===== config.mk =====
export PLATFORM = sky130hd
export DESIGN_NAME = phy_mgmt_control_status_bits
export DESIGN_NICKNAME = d
export VERILOG_FILES = /design/src/common/phy_mgmt_pkg.sv /design/src/design/mdio_frame_engine.sv /design/src/design/phy_mgmt_control_status_bits.sv
export SDC_FILE = /design/constraint.sdc
export NUM_CORES = 1
export LEC_CHECK = 0
export ABC_AREA = 1
export BUFFER_PORTS_ARGS = -buffer_cell sky130_fd_sc_hd__clkbuf_2
export CORE_MARGIN = 4
export CORE_UTILIZATION = 28
export DETAILED_ROUTE_END_ITERATION = 10
export PLACE_DENSITY = 0.42
export SYNTH_ARGS = -nofsm -noshare
export SYNTH_HDL_FRONTEND = slang
export SYNTH_SLANG_ARGS = --single-unit

===== constraint.sdc =====
create_clock -name clk -period 2.54 [get_ports clk]
set_input_delay 0.381 -clock clk [delete_from_list [all_inputs] [get_ports clk]]
set_output_delay 0.381 -clock clk [all_outputs]
set_load 0.01 [all_outputs]

===== src/common/phy_mgmt_pkg.sv =====
// Package: register map, field positions, reset values and timing counts.
package phy_mgmt_pkg;

  // ----------------------------------------------------------------
  // Register indices on the serial management interface
  // ----------------------------------------------------------------
  localparam logic [4:0] REG_CTRL = 5'h00;
  localparam logic [4:0] REG_STAT = 5'h01;

  // ----------------------------------------------------------------
  // Field positions
  // ----------------------------------------------------------------
  localparam int CTRL_AN_EN_BIT   = 12;
  localparam int CTRL_RESTART_BIT = 9;
  localparam int CTRL_DUPLEX_BIT  = 8;
  localparam int CTRL_COLTEST_BIT = 7;
  localparam int STAT_T4_BIT      = 15;
  localparam int STAT_CAP_LSB     = 11;
  localparam int STAT_PRE_BIT     = 6;
  localparam int STAT_ANC_BIT     = 5;

  // ----------------------------------------------------------------
  // Values after reset
  // ----------------------------------------------------------------
  localparam logic       AN_EN_RST   = 1'b1;
  localparam logic       DUPLEX_RST  = 1'b1;
  localparam logic [3:0] CAP_RST     = 4'hF;
  localparam logic       PRE_SUPP    = 1'b1;
  localparam logic       T4_CAPABLE  = 1'b0;

  // ----------------------------------------------------------------
  // Management frame layout
  // ----------------------------------------------------------------
  localparam logic [1:0] OP_READ    = 2'h2;
  localparam logic [1:0] OP_WRITE   = 2'h1;
  localparam logic [3:0] HDR_LAST   = 4'hB;
  localparam logic [3:0] DATA_LAST  = 4'hF;

  // ----------------------------------------------------------------
  // Collision test timing
  // ----------------------------------------------------------------
  localparam int CLK_PS         = 20000;
  localparam int BT_100_PS      = 10000;
  localparam int COL_ON_MAX_BT  = 512;
  localparam int COL_OFF_MAX_BT = 4;
  // Worst case is the short bit time at 100 Mb/s; longest times round down.
  localparam int COL_ON_MAX_CYC  = (COL_ON_MAX_BT * BT_100_PS) / CLK_PS;
  localparam int COL_OFF_MAX_CYC = (COL_OFF_MAX_BT * BT_100_PS) / CLK_PS;
  localparam int COL_LAT_CYC     = 1;

endpackage : phy_mgmt_pkg


===== src/design/mdio_frame_engine.sv =====
// Serial management frame decoder and read data shifter.
`timescale 1ns/1ps
module mdio_frame_engine (
  // Clock, reset and enable
  input  wire logic        clk,
  input  wire logic        reset,
  input  wire logic        ce,
  // Management pins
  input  wire logic        mdc,
  input  wire logic        mdio_in,
  output logic             mdio_out,
  output logic             mdio_oe,
  // Device address and register side
  input  wire logic [4:0]  phy_addr,
  input  wire logic [15:0] rd_data,
  output logic [4:0]       reg_addr,
  output logic             wr_strobe,
  output logic [15:0]      wr_data
);

  typedef enum logic [1:0] {ST_IDLE, ST_HDR, ST_TA, ST_DATA} fstate_t;

  fstate_t     state_q, state_d;
  logic [3:0]  cnt_q, cnt_d;
  logic [11:0] hdr_q, hdr_d;
  logic [15:0] sh_q, sh_d;
  logic        prev_q, prev_d;
  logic        mdc_q;
  logic        rd_q, rd_d;
  logic        out_d, oe_d, wst_d;
  logic [4:0]  ra_d;
  logic        edge_r;
  logic [11:0] hdr_n;
  logic        hit;

  assign edge_r = mdc & ~mdc_q;
  assign hdr_n  = {hdr_q[10:0], mdio_in};
  // Only the two registers of this block are claimed.
  assign hit    = (hdr_n[9:5] == phy_addr) && (hdr_n[4:1] == 4'h0);

  // Frame sequencing; all bits are sampled on rising MDC edges.
  always_comb begin
    state_d = state_q;
    cnt_d   = cnt_q;
    hdr_d   = hdr_q;
    sh_d    = sh_q;
    prev_d  = prev_q;
    rd_d    = rd_q;
    out_d   = mdio_out;
    oe_d    = mdio_oe;
    wst_d   = 1'b0;
    ra_d    = reg_addr;
    if (edge_r) begin
      case (state_q)
        ST_IDLE: begin
          // A bare 0 then 1 starts a frame: no preamble needed.
          prev_d = mdio_in;
          if (!prev_q && mdio_in) begin
            state_d = ST_HDR;
            cnt_d   = 4'h0;
          end
        end
        ST_HDR: begin
          hdr_d = hdr_n;
          cnt_d = cnt_q + 4'h1;
          if (cnt_q == phy_mgmt_pkg::HDR_LAST) begin
            state_d = ST_TA;
            cnt_d   = 4'h0;
            ra_d    = hdr_n[4:0];
            rd_d    = (hdr_n[11:10] == phy_mgmt_pkg::OP_READ) && hit;
            if (!hit || (hdr_n[11:10] != phy_mgmt_pkg::OP_WRITE &&
                         hdr_n[11:10] != phy_mgmt_pkg::OP_READ)) begin
              hdr_d[11:10] = 2'h0;
            end
          end
        end
        ST_TA: begin
          cnt_d = cnt_q + 4'h1;
          if (cnt_q == 4'h0) begin
            oe_d  = rd_q;
            out_d = 1'b0;
          end else begin
            state_d = ST_DATA;
            cnt_d   = 4'h0;
            out_d   = rd_data[15];
            sh_d    = {rd_data[14:0], 1'b0};
          end
        end
        ST_DATA: begin
          cnt_d = cnt_q + 4'h1;
          if (rd_q) begin
            out_d = sh_q[15];
            sh_d  = {sh_q[14:0], 1'b0};
          end else begin
            sh_d  = {sh_q[14:0], mdio_in};
          end
          if (cnt_q == phy_mgmt_pkg::DATA_LAST) begin
            state_d = ST_IDLE;
            prev_d  = 1'b1;
            oe_d    = 1'b0;
            wst_d   = hdr_q[11:10] == phy_mgmt_pkg::OP_WRITE;
          end
        end
        default: begin
          state_d = ST_IDLE;
          oe_d    = 1'b0;
        end
      endcase
    end
  end

  // State registers, frozen while the enable is low.
  always_ff @(posedge clk or posedge reset) begin
    if (reset) begin
      state_q   <= ST_IDLE;
      cnt_q     <= 4'h0;
      hdr_q     <= 12'h000;
      sh_q      <= 16'h0000;
      prev_q    <= 1'b1;
      mdc_q     <= 1'b0;
      rd_q      <= 1'b0;
      mdio_out  <= 1'b0;
      mdio_oe   <= 1'b0;
      wr_strobe <= 1'b0;
      reg_addr  <= 5'h00;
      wr_data   <= 16'h0000;
    end else if (ce) begin
      state_q   <= state_d;
      cnt_q     <= cnt_d;
      hdr_q     <= hdr_d;
      sh_q      <= sh_d;
      prev_q    <= prev_d;
      mdc_q     <= mdc;
      rd_q      <= rd_d;
      mdio_out  <= out_d;
      mdio_oe   <= oe_d;
      wr_strobe <= wst_d;
      reg_addr  <= ra_d;
      wr_data   <= sh_d;
    end
  end

endmodule : mdio_frame_engine


===== src/design/phy_mgmt_control_status_bits.sv =====
// Basic control and status register bits with collision test logic.
`timescale 1ns/1ps
// Notes on behaviour
// - Control bit 12 enables auto-negotiation.
// - Writing restart bit 9 starts negotiation.
// - Restart writes ignored while negotiation disabled.
// - Writing 0 mid-cycle changes nothing.
// - Restart reads 1 until done, self-clears.
// - Bit 8 forces duplex; strap sets reset.
// - Collision test raises COL after transmit enable.
// - COL drops soon after transmit enable drops.
// - Four-pair capability bit always reads 0.
// - Capability bits default 1, straps clear them.
// - Preamble suppression reads 1, frames decoded.
// - Complete bit set only after negotiation finishes.
// - Complete bit reads 0 when negotiation disabled.
module phy_mgmt_control_status_bits (
  // Clock, reset and enable
  input  wire logic       clk,
  input  wire logic       reset,
  input  wire logic       ce,
  // Management pins and device address
  input  wire logic       mdc,
  input  wire logic       mdio_in,
  output logic            mdio_out,
  output logic            mdio_oe,
  input  wire logic [4:0] phy_addr,
  // Strap pins
  input  wire logic       strap_full_duplex,
  input  wire logic [3:0] strap_cap,
  // Negotiation engine
  input  wire logic       an_done,
  input  wire logic       an_full_duplex,
  output logic            an_enable,
  output logic            an_restart,
  output logic            full_duplex,
  // Media access signals
  input  wire logic       tx_en,
  output logic            col
);

  logic        an_en_q, an_en_d;
  logic        restart_q, restart_d;
  logic        complete_q, complete_d;
  logic        duplex_q, duplex_d;
  logic        coltest_q, coltest_d;
  logic [3:0]  cap_q, cap_d;
  logic        strap_done_q, strap_done_d;
  logic        an_restart_d, full_duplex_d, col_d;
  logic [4:0]  reg_addr;
  logic        wr_strobe;
  logic [15:0] wr_data;
  logic [15:0] rd_data;
  logic        ctrl_wr;

  // ----------------------------------------------------------------
  // Management frame engine
  // ----------------------------------------------------------------
  mdio_frame_engine u_frame (
    .clk       (clk),
    .reset     (reset),
    .ce        (ce),
    .mdc       (mdc),
    .mdio_in   (mdio_in),
    .mdio_out  (mdio_out),
    .mdio_oe   (mdio_oe),
    .phy_addr  (phy_addr),
    .rd_data   (rd_data),
    .reg_addr  (reg_addr),
    .wr_strobe (wr_strobe),
    .wr_data   (wr_data)
  );

  // Status writes fall through untouched; only control is writable.
  assign ctrl_wr = wr_strobe && (reg_addr == phy_mgmt_pkg::REG_CTRL);

  // ----------------------------------------------------------------
  // Read data
  // ----------------------------------------------------------------

  // Unimplemented and reserved bits read as zero.
  always_comb begin
    rd_data = 16'h0000;
    if (reg_addr == phy_mgmt_pkg::REG_CTRL) begin
      rd_data[phy_mgmt_pkg::CTRL_AN_EN_BIT]   = an_en_q;
      rd_data[phy_mgmt_pkg::CTRL_RESTART_BIT] = restart_q;
      rd_data[phy_mgmt_pkg::CTRL_DUPLEX_BIT]  = duplex_q;
      rd_data[phy_mgmt_pkg::CTRL_COLTEST_BIT] = coltest_q;
    end else begin
      rd_data[phy_mgmt_pkg::STAT_T4_BIT] = phy_mgmt_pkg::T4_CAPABLE;
      rd_data[phy_mgmt_pkg::STAT_CAP_LSB +: 4] = cap_q;
      rd_data[phy_mgmt_pkg::STAT_PRE_BIT] = phy_mgmt_pkg::PRE_SUPP;
      // Gated by the enable so a stale result never shows.
      rd_data[phy_mgmt_pkg::STAT_ANC_BIT] = complete_q & an_en_q;
    end
  end

  // ----------------------------------------------------------------
  // Control state
  // ----------------------------------------------------------------

  // Next values: straps first, then negotiation events, then writes,
  // so that a restart written in the finishing cycle is not lost.
  always_comb begin
    an_en_d      = an_en_q;
    restart_d    = restart_q;
    complete_d   = complete_q;
    duplex_d     = duplex_q;
    coltest_d    = coltest_q;
    cap_d        = cap_q;
    strap_done_d = 1'b1;
    an_restart_d = 1'b0;
    if (!strap_done_q) begin
      duplex_d = strap_full_duplex;
      cap_d    = cap_q & strap_cap;
    end
    if (an_done && an_en_q) begin
      restart_d  = 1'b0;
      complete_d = 1'b1;
    end
    if (ctrl_wr) begin
      an_en_d   = wr_data[phy_mgmt_pkg::CTRL_AN_EN_BIT];
      duplex_d  = wr_data[phy_mgmt_pkg::CTRL_DUPLEX_BIT];
      coltest_d = wr_data[phy_mgmt_pkg::CTRL_COLTEST_BIT];
      // A written 0 on restart is simply never looked at.
      if (an_en_q && wr_data[phy_mgmt_pkg::CTRL_RESTART_BIT]) begin
        restart_d    = 1'b1;
        complete_d   = 1'b0;
        an_restart_d = 1'b1;
      end
    end
    // Disabling abandons any cycle, so restart cannot stick at 1,
    // and a restart written together with the disable sends no pulse.
    if (!an_en_d) begin
      restart_d    = 1'b0;
      an_restart_d = 1'b0;
      complete_d = 1'b0;
    end
  end

  // Duplex in use: negotiated result, or the forced bit when disabled.
  always_comb begin
    full_duplex_d = an_en_d ? an_full_duplex : duplex_d;
  end

  // Collision test: one register stage keeps COL well inside both
  // limits, COL_ON_MAX_CYC and COL_OFF_MAX_CYC, at either rate.
  always_comb begin
    col_d = coltest_d & tx_en;
  end

  // Registers; straps are caught on the first enabled edge after reset.
  always_ff @(posedge clk or posedge reset) begin
    if (reset) begin
      an_en_q      <= phy_mgmt_pkg::AN_EN_RST;
      restart_q    <= 1'b0;
      complete_q   <= 1'b0;
      duplex_q     <= phy_mgmt_pkg::DUPLEX_RST;
      coltest_q    <= 1'b0;
      cap_q        <= phy_mgmt_pkg::CAP_RST;
      strap_done_q <= 1'b0;
      an_enable    <= phy_mgmt_pkg::AN_EN_RST;
      an_restart   <= 1'b0;
      full_duplex  <= phy_mgmt_pkg::DUPLEX_RST;
      col          <= 1'b0;
    end else if (ce) begin
      an_en_q      <= an_en_d;
      restart_q    <= restart_d;
      complete_q   <= complete_d;
      duplex_q     <= duplex_d;
      coltest_q    <= coltest_d;
      cap_q        <= cap_d;
      strap_done_q <= strap_done_d;
      an_enable    <= an_en_d;
      an_restart   <= an_restart_d;
      full_duplex  <= full_duplex_d;
      col          <= col_d;
    end
  end

endmodule : phy_mgmt_control_status_bits


Word-level counts from Yosys, hierarchy flattened
Cells that the tools add are included.
{ "op_classes": {"reduce_logical": 25, "n_addsub": 1, "n_bitwise": 6, "muxes": 46, "eq_ne": 16} }
{ "op_table": {"columns": ["op", "count"], "rows": [
  ["2-to-1 mux 16 bit", 2],
  ["case mux 16 bit (2 select lines)", 1],
  ["2-to-1 mux 1 bit", 26],
  ["2-to-1 mux 2 bit", 8],
  ["case mux 4 bit (4 select lines)", 1],
  ["AND reduction 4 bit", 4],
  ["2-to-1 mux 4 bit", 3],
  ["!= test 2 x 1 -> 1 bit (second input constant)", 6],
  ["equality test 4 bit (second input constant)", 2],
  ["logical NOT 4 bit", 2],
  ["case mux 2 bit (4 select lines)", 1],
  ["logical AND 1 bit", 7],
  ["equality test 2 bit (second input constant)", 3],
  ["case mux 1 bit (2 select lines)", 3],
  ["AND reduction 3 bit", 2],
  ["AND reduction 6 bit", 1],
  ["equality test 5 bit", 1],
  ["logical NOT 5 bit", 1],
  ["AND reduction 5 bit", 1],
  ["adder 4 x 1 -> 4 bit (second input constant)", 1],
  ["AND 4 bit", 1],
  ["equality test 2 x 1 -> 1 bit (second input constant)", 2],
  ["!= test 2 bit (second input constant)", 2],
  ["nonzero test 2 bit", 2],
  ["other kinds (7)", 11]
]} }
{ "totals": {"in_bits": 18, "regBits": 58, "elab_cells": 115} }

Depth between registers and ports, before layout
{ "logic_depth": {"depth_word": 6, "depth_mapped": 9, "depth_no_buf": 8} }

Cells and area by module
From an unflattened synthesis, not the netlist that was laid out.
{ "hier_totals": {"hier_cells": 374, "hier_area_um2": 3067.9} }
{ "by_module_without_submodules": {"columns": ["module", "cells_each", "area_each_um2", "n_inst", "seq_area_each_um2"], "rows": [
  ["mdio_frame_engine", 281, 2353.5, 1, 1127.3],
  ["phy_mgmt_control_status_bits", 93, 714.4, 1, 334.1]
]} }

Worst setup path before layout
No wires, ideal clock.
{ "synth_path": {"kind": "register to register", "from": "reg u_frame.state_q[0]", "to": "reg, netlist name u_frame.wr_data[14]", "setup_time_ps": 120, "path_stages_with_launch": 10, "period_less_slack_ps": 1427, "path_slack_ps": 1113, "arrival_time_ps": 1306, "cell_sequence": "dfrtp_1 -> ha_1 -> buf_4 -> nor2_1 -> nor2_2 -> nand2_2 -> inv_2 -> buf_4 -> nor2_1 -> a21oi_2"} }
{ "synth_lines": {"columns": ["item", "line_no", "source"], "rows": [
  ["start, declared", "mdio_frame_engine.sv:23", "fstate_t state_q, state_d;"],
  ["start signal, assigned", "mdio_frame_engine.sv:128", "state_q <= state_d;"]
]} }

Worst setup path after layout
{ "layout_path": {"from": "reg u_frame.state_q[0]", "to": "reg u_frame.cnt_q[0]"} }
{ "layout_via": {"elab_chain_cells": 3} }
{ "layout_rtl": {"columns": ["item", "line_no", "source"], "rows": [
  ["logical NOT 2 bit", "mdio_frame_engine.sv:54", "case (state_q)"],
  ["!= test 2 x 1 -> 1 bit (no line)", null, null],
  ["AND reduction 3 bit (no line)", null, null],
  ["end signal, assigned", "mdio_frame_engine.sv:129", "cnt_q <= cnt_d;"],
  ["end, declared", "mdio_frame_engine.sv:24", "logic [3:0] cnt_q, cnt_d;"]
]} }
Parallel ways exist; a longest one is shown, timed or not.
A chain may end at the register's enable or synchronous reset.

==> reports/metrics.yaml <==
floorplanning:
  core-area_um2: 9860
  die_h_um: 109
  die_w_um: 109
  boundaryPins: 24
  num_rows: 36
  start_util: 0.289
  die_area_um2: 11900
sta:
  period_needed_ns: 1.77
  tightest_slew_ns: 0.494
  tns_ns: 0
  skew_ns: 0.0103
  rsz0062_at_grt: "false"
  fmax_mhz: 564
  setup_viol: 0
  max_slew_margin: 0.671
  hold_violations: 0
  drv_slew: 0
  finalCritPeriodShare: 0.698
logic_synthesis:
  ys_ff_latch: 58
  synthArstFlopShare: 1.00
  synth_common_cells: "83 x nand2_1, 50 x dfrtp_1, 43 x inv_1, 28 x o21ai_0, 24 x nor2_1"
  synth_area_leaders: "dfrtp_1 44%, nand2_1 11%, dfstp_2 7.4%"
  synth-warning-count: 0
  syn_inst: 336
  ys_seq_area_frac: 0.513
  synth_ff_type: "dfrtp_1"
  synth_top_cell_by_area: "dfrtp_1"
  avgSynthCellArea_um2: 8.48
  syn-cell-area_um2: 2850
  yosysUniqueCellTypes: 33
  synth-edff-count: 0
  synth_top_cell_area_share: 0.439
  synth_most_common_cell: "nand2_1"
  synth_fp_nets: 361
flow_run:
  cap_violations: 0
place:
  dp_hpwl_um: 4460
  placed_area_um2: 3100
  place_congestion: 0.775
  io_buffers: 23
  place_inst: 486
clocking:
  clk_pin_slew_ns: 0.07
  cts_setup_buffers: 0
  cts_buffers: 9
  cts.sink_count: 58
  tritoncts: "yes"
  clk_latency_ns: 0.34
  cts_resized: 0
  root_buffer: "clkbuf_8"
  ctsHoldBuffers: 0
  htreeDepth: 3
  clock_path_buffers: 2
global_routing:
  overflow: 0
  grt_usage: 0.119
  grt_pass1_vias: 2193
  grt_max_degree: 24
  antenna_found_initial: 0
  grt_pass1_wl_um: 10700
worst_setup_path:
  critPathMaxFanout: 17
  start_kind: "flop"
  crit_path_top_delay_cell: "dfrtp_1"
  arrival_ns: 1.99
  crit_top_cell: "nand3_1"
  critPathRequiredTime_ns: 2.75
  path_class: "flop to flop"
  cp_cell_sequence: "ha_1 -> buf_4 -> inv_1 -> nand3_1 -> nand3_1 -> o21ai_0"
  endpoint_kind: "flop"
  slowest_delay_ns: 0.41
finish:
  nets: 389
  utilization: 0.335
  final_area_um2: 3300
  fillers: 1053
  fin_cells: 502
  n_antenna_cell: 0
  area_growth_pct: 15.8
  layout-drive-gt1-share: 0.195
routing:
  ant_nets: 0
  vias: 2189
  drtIter0Drc: 111
  routed_wl_um: 6160
  viasPerCell: 4.36
  drc: 0
  firstDrtPassIters: 4
  post_drt_wl_per_cell_um: 12.3
pwr:
  p_total_w: 0.00308
  ir_worst_vdd_uv: 341
  p_per_area_nw_per_um2: 932
  p_leak_nw: 1.59
worst_hold_path:
  worstHoldPathType: "primary input to async pin"
outcome:
  outcome: "completed"
path summary, 6_finish.rpt:
check                                    from  depth (start not counted)                  to  slack, ns
max                        u_frame.state_q[0]                          6    u_frame.cnt_q[0]       0.77
min in group clk                 strap_cap[3]                          3            cap_q[3]       0.22
max in group asynchronous               reset                          3            duplex_q       1.83
max reg2reg                u_frame.state_q[0]                          6    u_frame.cnt_q[0]       0.77
min reg2reg                          cap_q[3]                          2            cap_q[3]       0.45
min                                     reset                          2  u_frame.wr_data[6]       0.02
layer usage:
layer,vias up,share of wire,global-route usage,wire length (um)
li1,1136,-,-,-
met1,1009,0.47,0.146,2890
met2,36,0.48,0.190,2940
met3,8,0.039,0.0420,240
met4,0,0.013,0.0460,83
met5,-,0,0,0
critical path, delay by kind of cell, from the launching register on:
kind            cells  cell delay [ns]
buf+inv             2             0.60
flops               1             0.41
simple gates        2             0.33
fa+ha+maj           1             0.22
compound gates      1             0.09
sequential cells by signal, summed over array words and instances (netlist names), 2 cells and up:
register,count
u_frame.hdr_q,12
u_frame.state_q,2
cap_q,4
u_frame.reg_addr,5
u_frame.cnt_q,4
u_frame.wr_data,16
logic make-up (layout without fill, tap and decap cells):
| logic type | count (synthesis) | count (layout) | synth area share |
|---|---|---|---|
| AND/OR/NAND/NOR | 143 | 143 | 0.222 |
| adder cells (fa/ha/maj) | 7 | 7 | 0.0307 |
| buffers and inverters | 57 | 90 | 0.0812 |
| flip-flops | 58 | 58 | 0.513 |
| AO/OA/AOI/OAI | 67 | 67 | 0.140 |
| multiplexers | 1 | 1 | 0.00395 |
| XOR/XNOR | 3 | 3 | 0.00922 |
per-stage QoR:
stage | setup slack (ns) | hold slack [ns]
global placement | 0.715 | 0.394
global route | 0.545 | 0.0208
floorplan | 0.744 | 0.421
CTS | 0.746 | 0.00611
finish | 0.766 | 0.0183
detailed placement | 0.725 | 0.385
placed cells by master, fill, tap and decap left out, drive strengths merged, types with 7 or more instances in the layout:
master,n
a21oi,18
dfrtp,50
nand3,26
nand2,85
dfstp,8
inv,47
o21ai,33
ha,7
clkbuf,37
nor2,27
layout make-up:
| type | count | area [um2] | share of cell area |
|---|---|---|---|
| inverters | 48 | 180 | 0.0546 |
| multi-input cells | 221 | 1160 | 0.351 |
| clock buffers | 14 | 163 | 0.0493 |
| flip-flops and latches | 58 | 1460 | 0.443 |
| well taps | 133 | 166 | 0.0504 |
| clock inverters | 2 | 35.0 | 0.0106 |
| repair buffers | 26 | 138 | 0.0417 |
where the power goes:
part | switching [W] | total, W | internal, W
combinational | 0.000548 | 0.000864 | 0.000317
clock | 0.000361 | 0.000867 | 0.000507
sequential | 0.000175 | 0.00135 | 0.00117
Power figures use the tool's default switching activity.
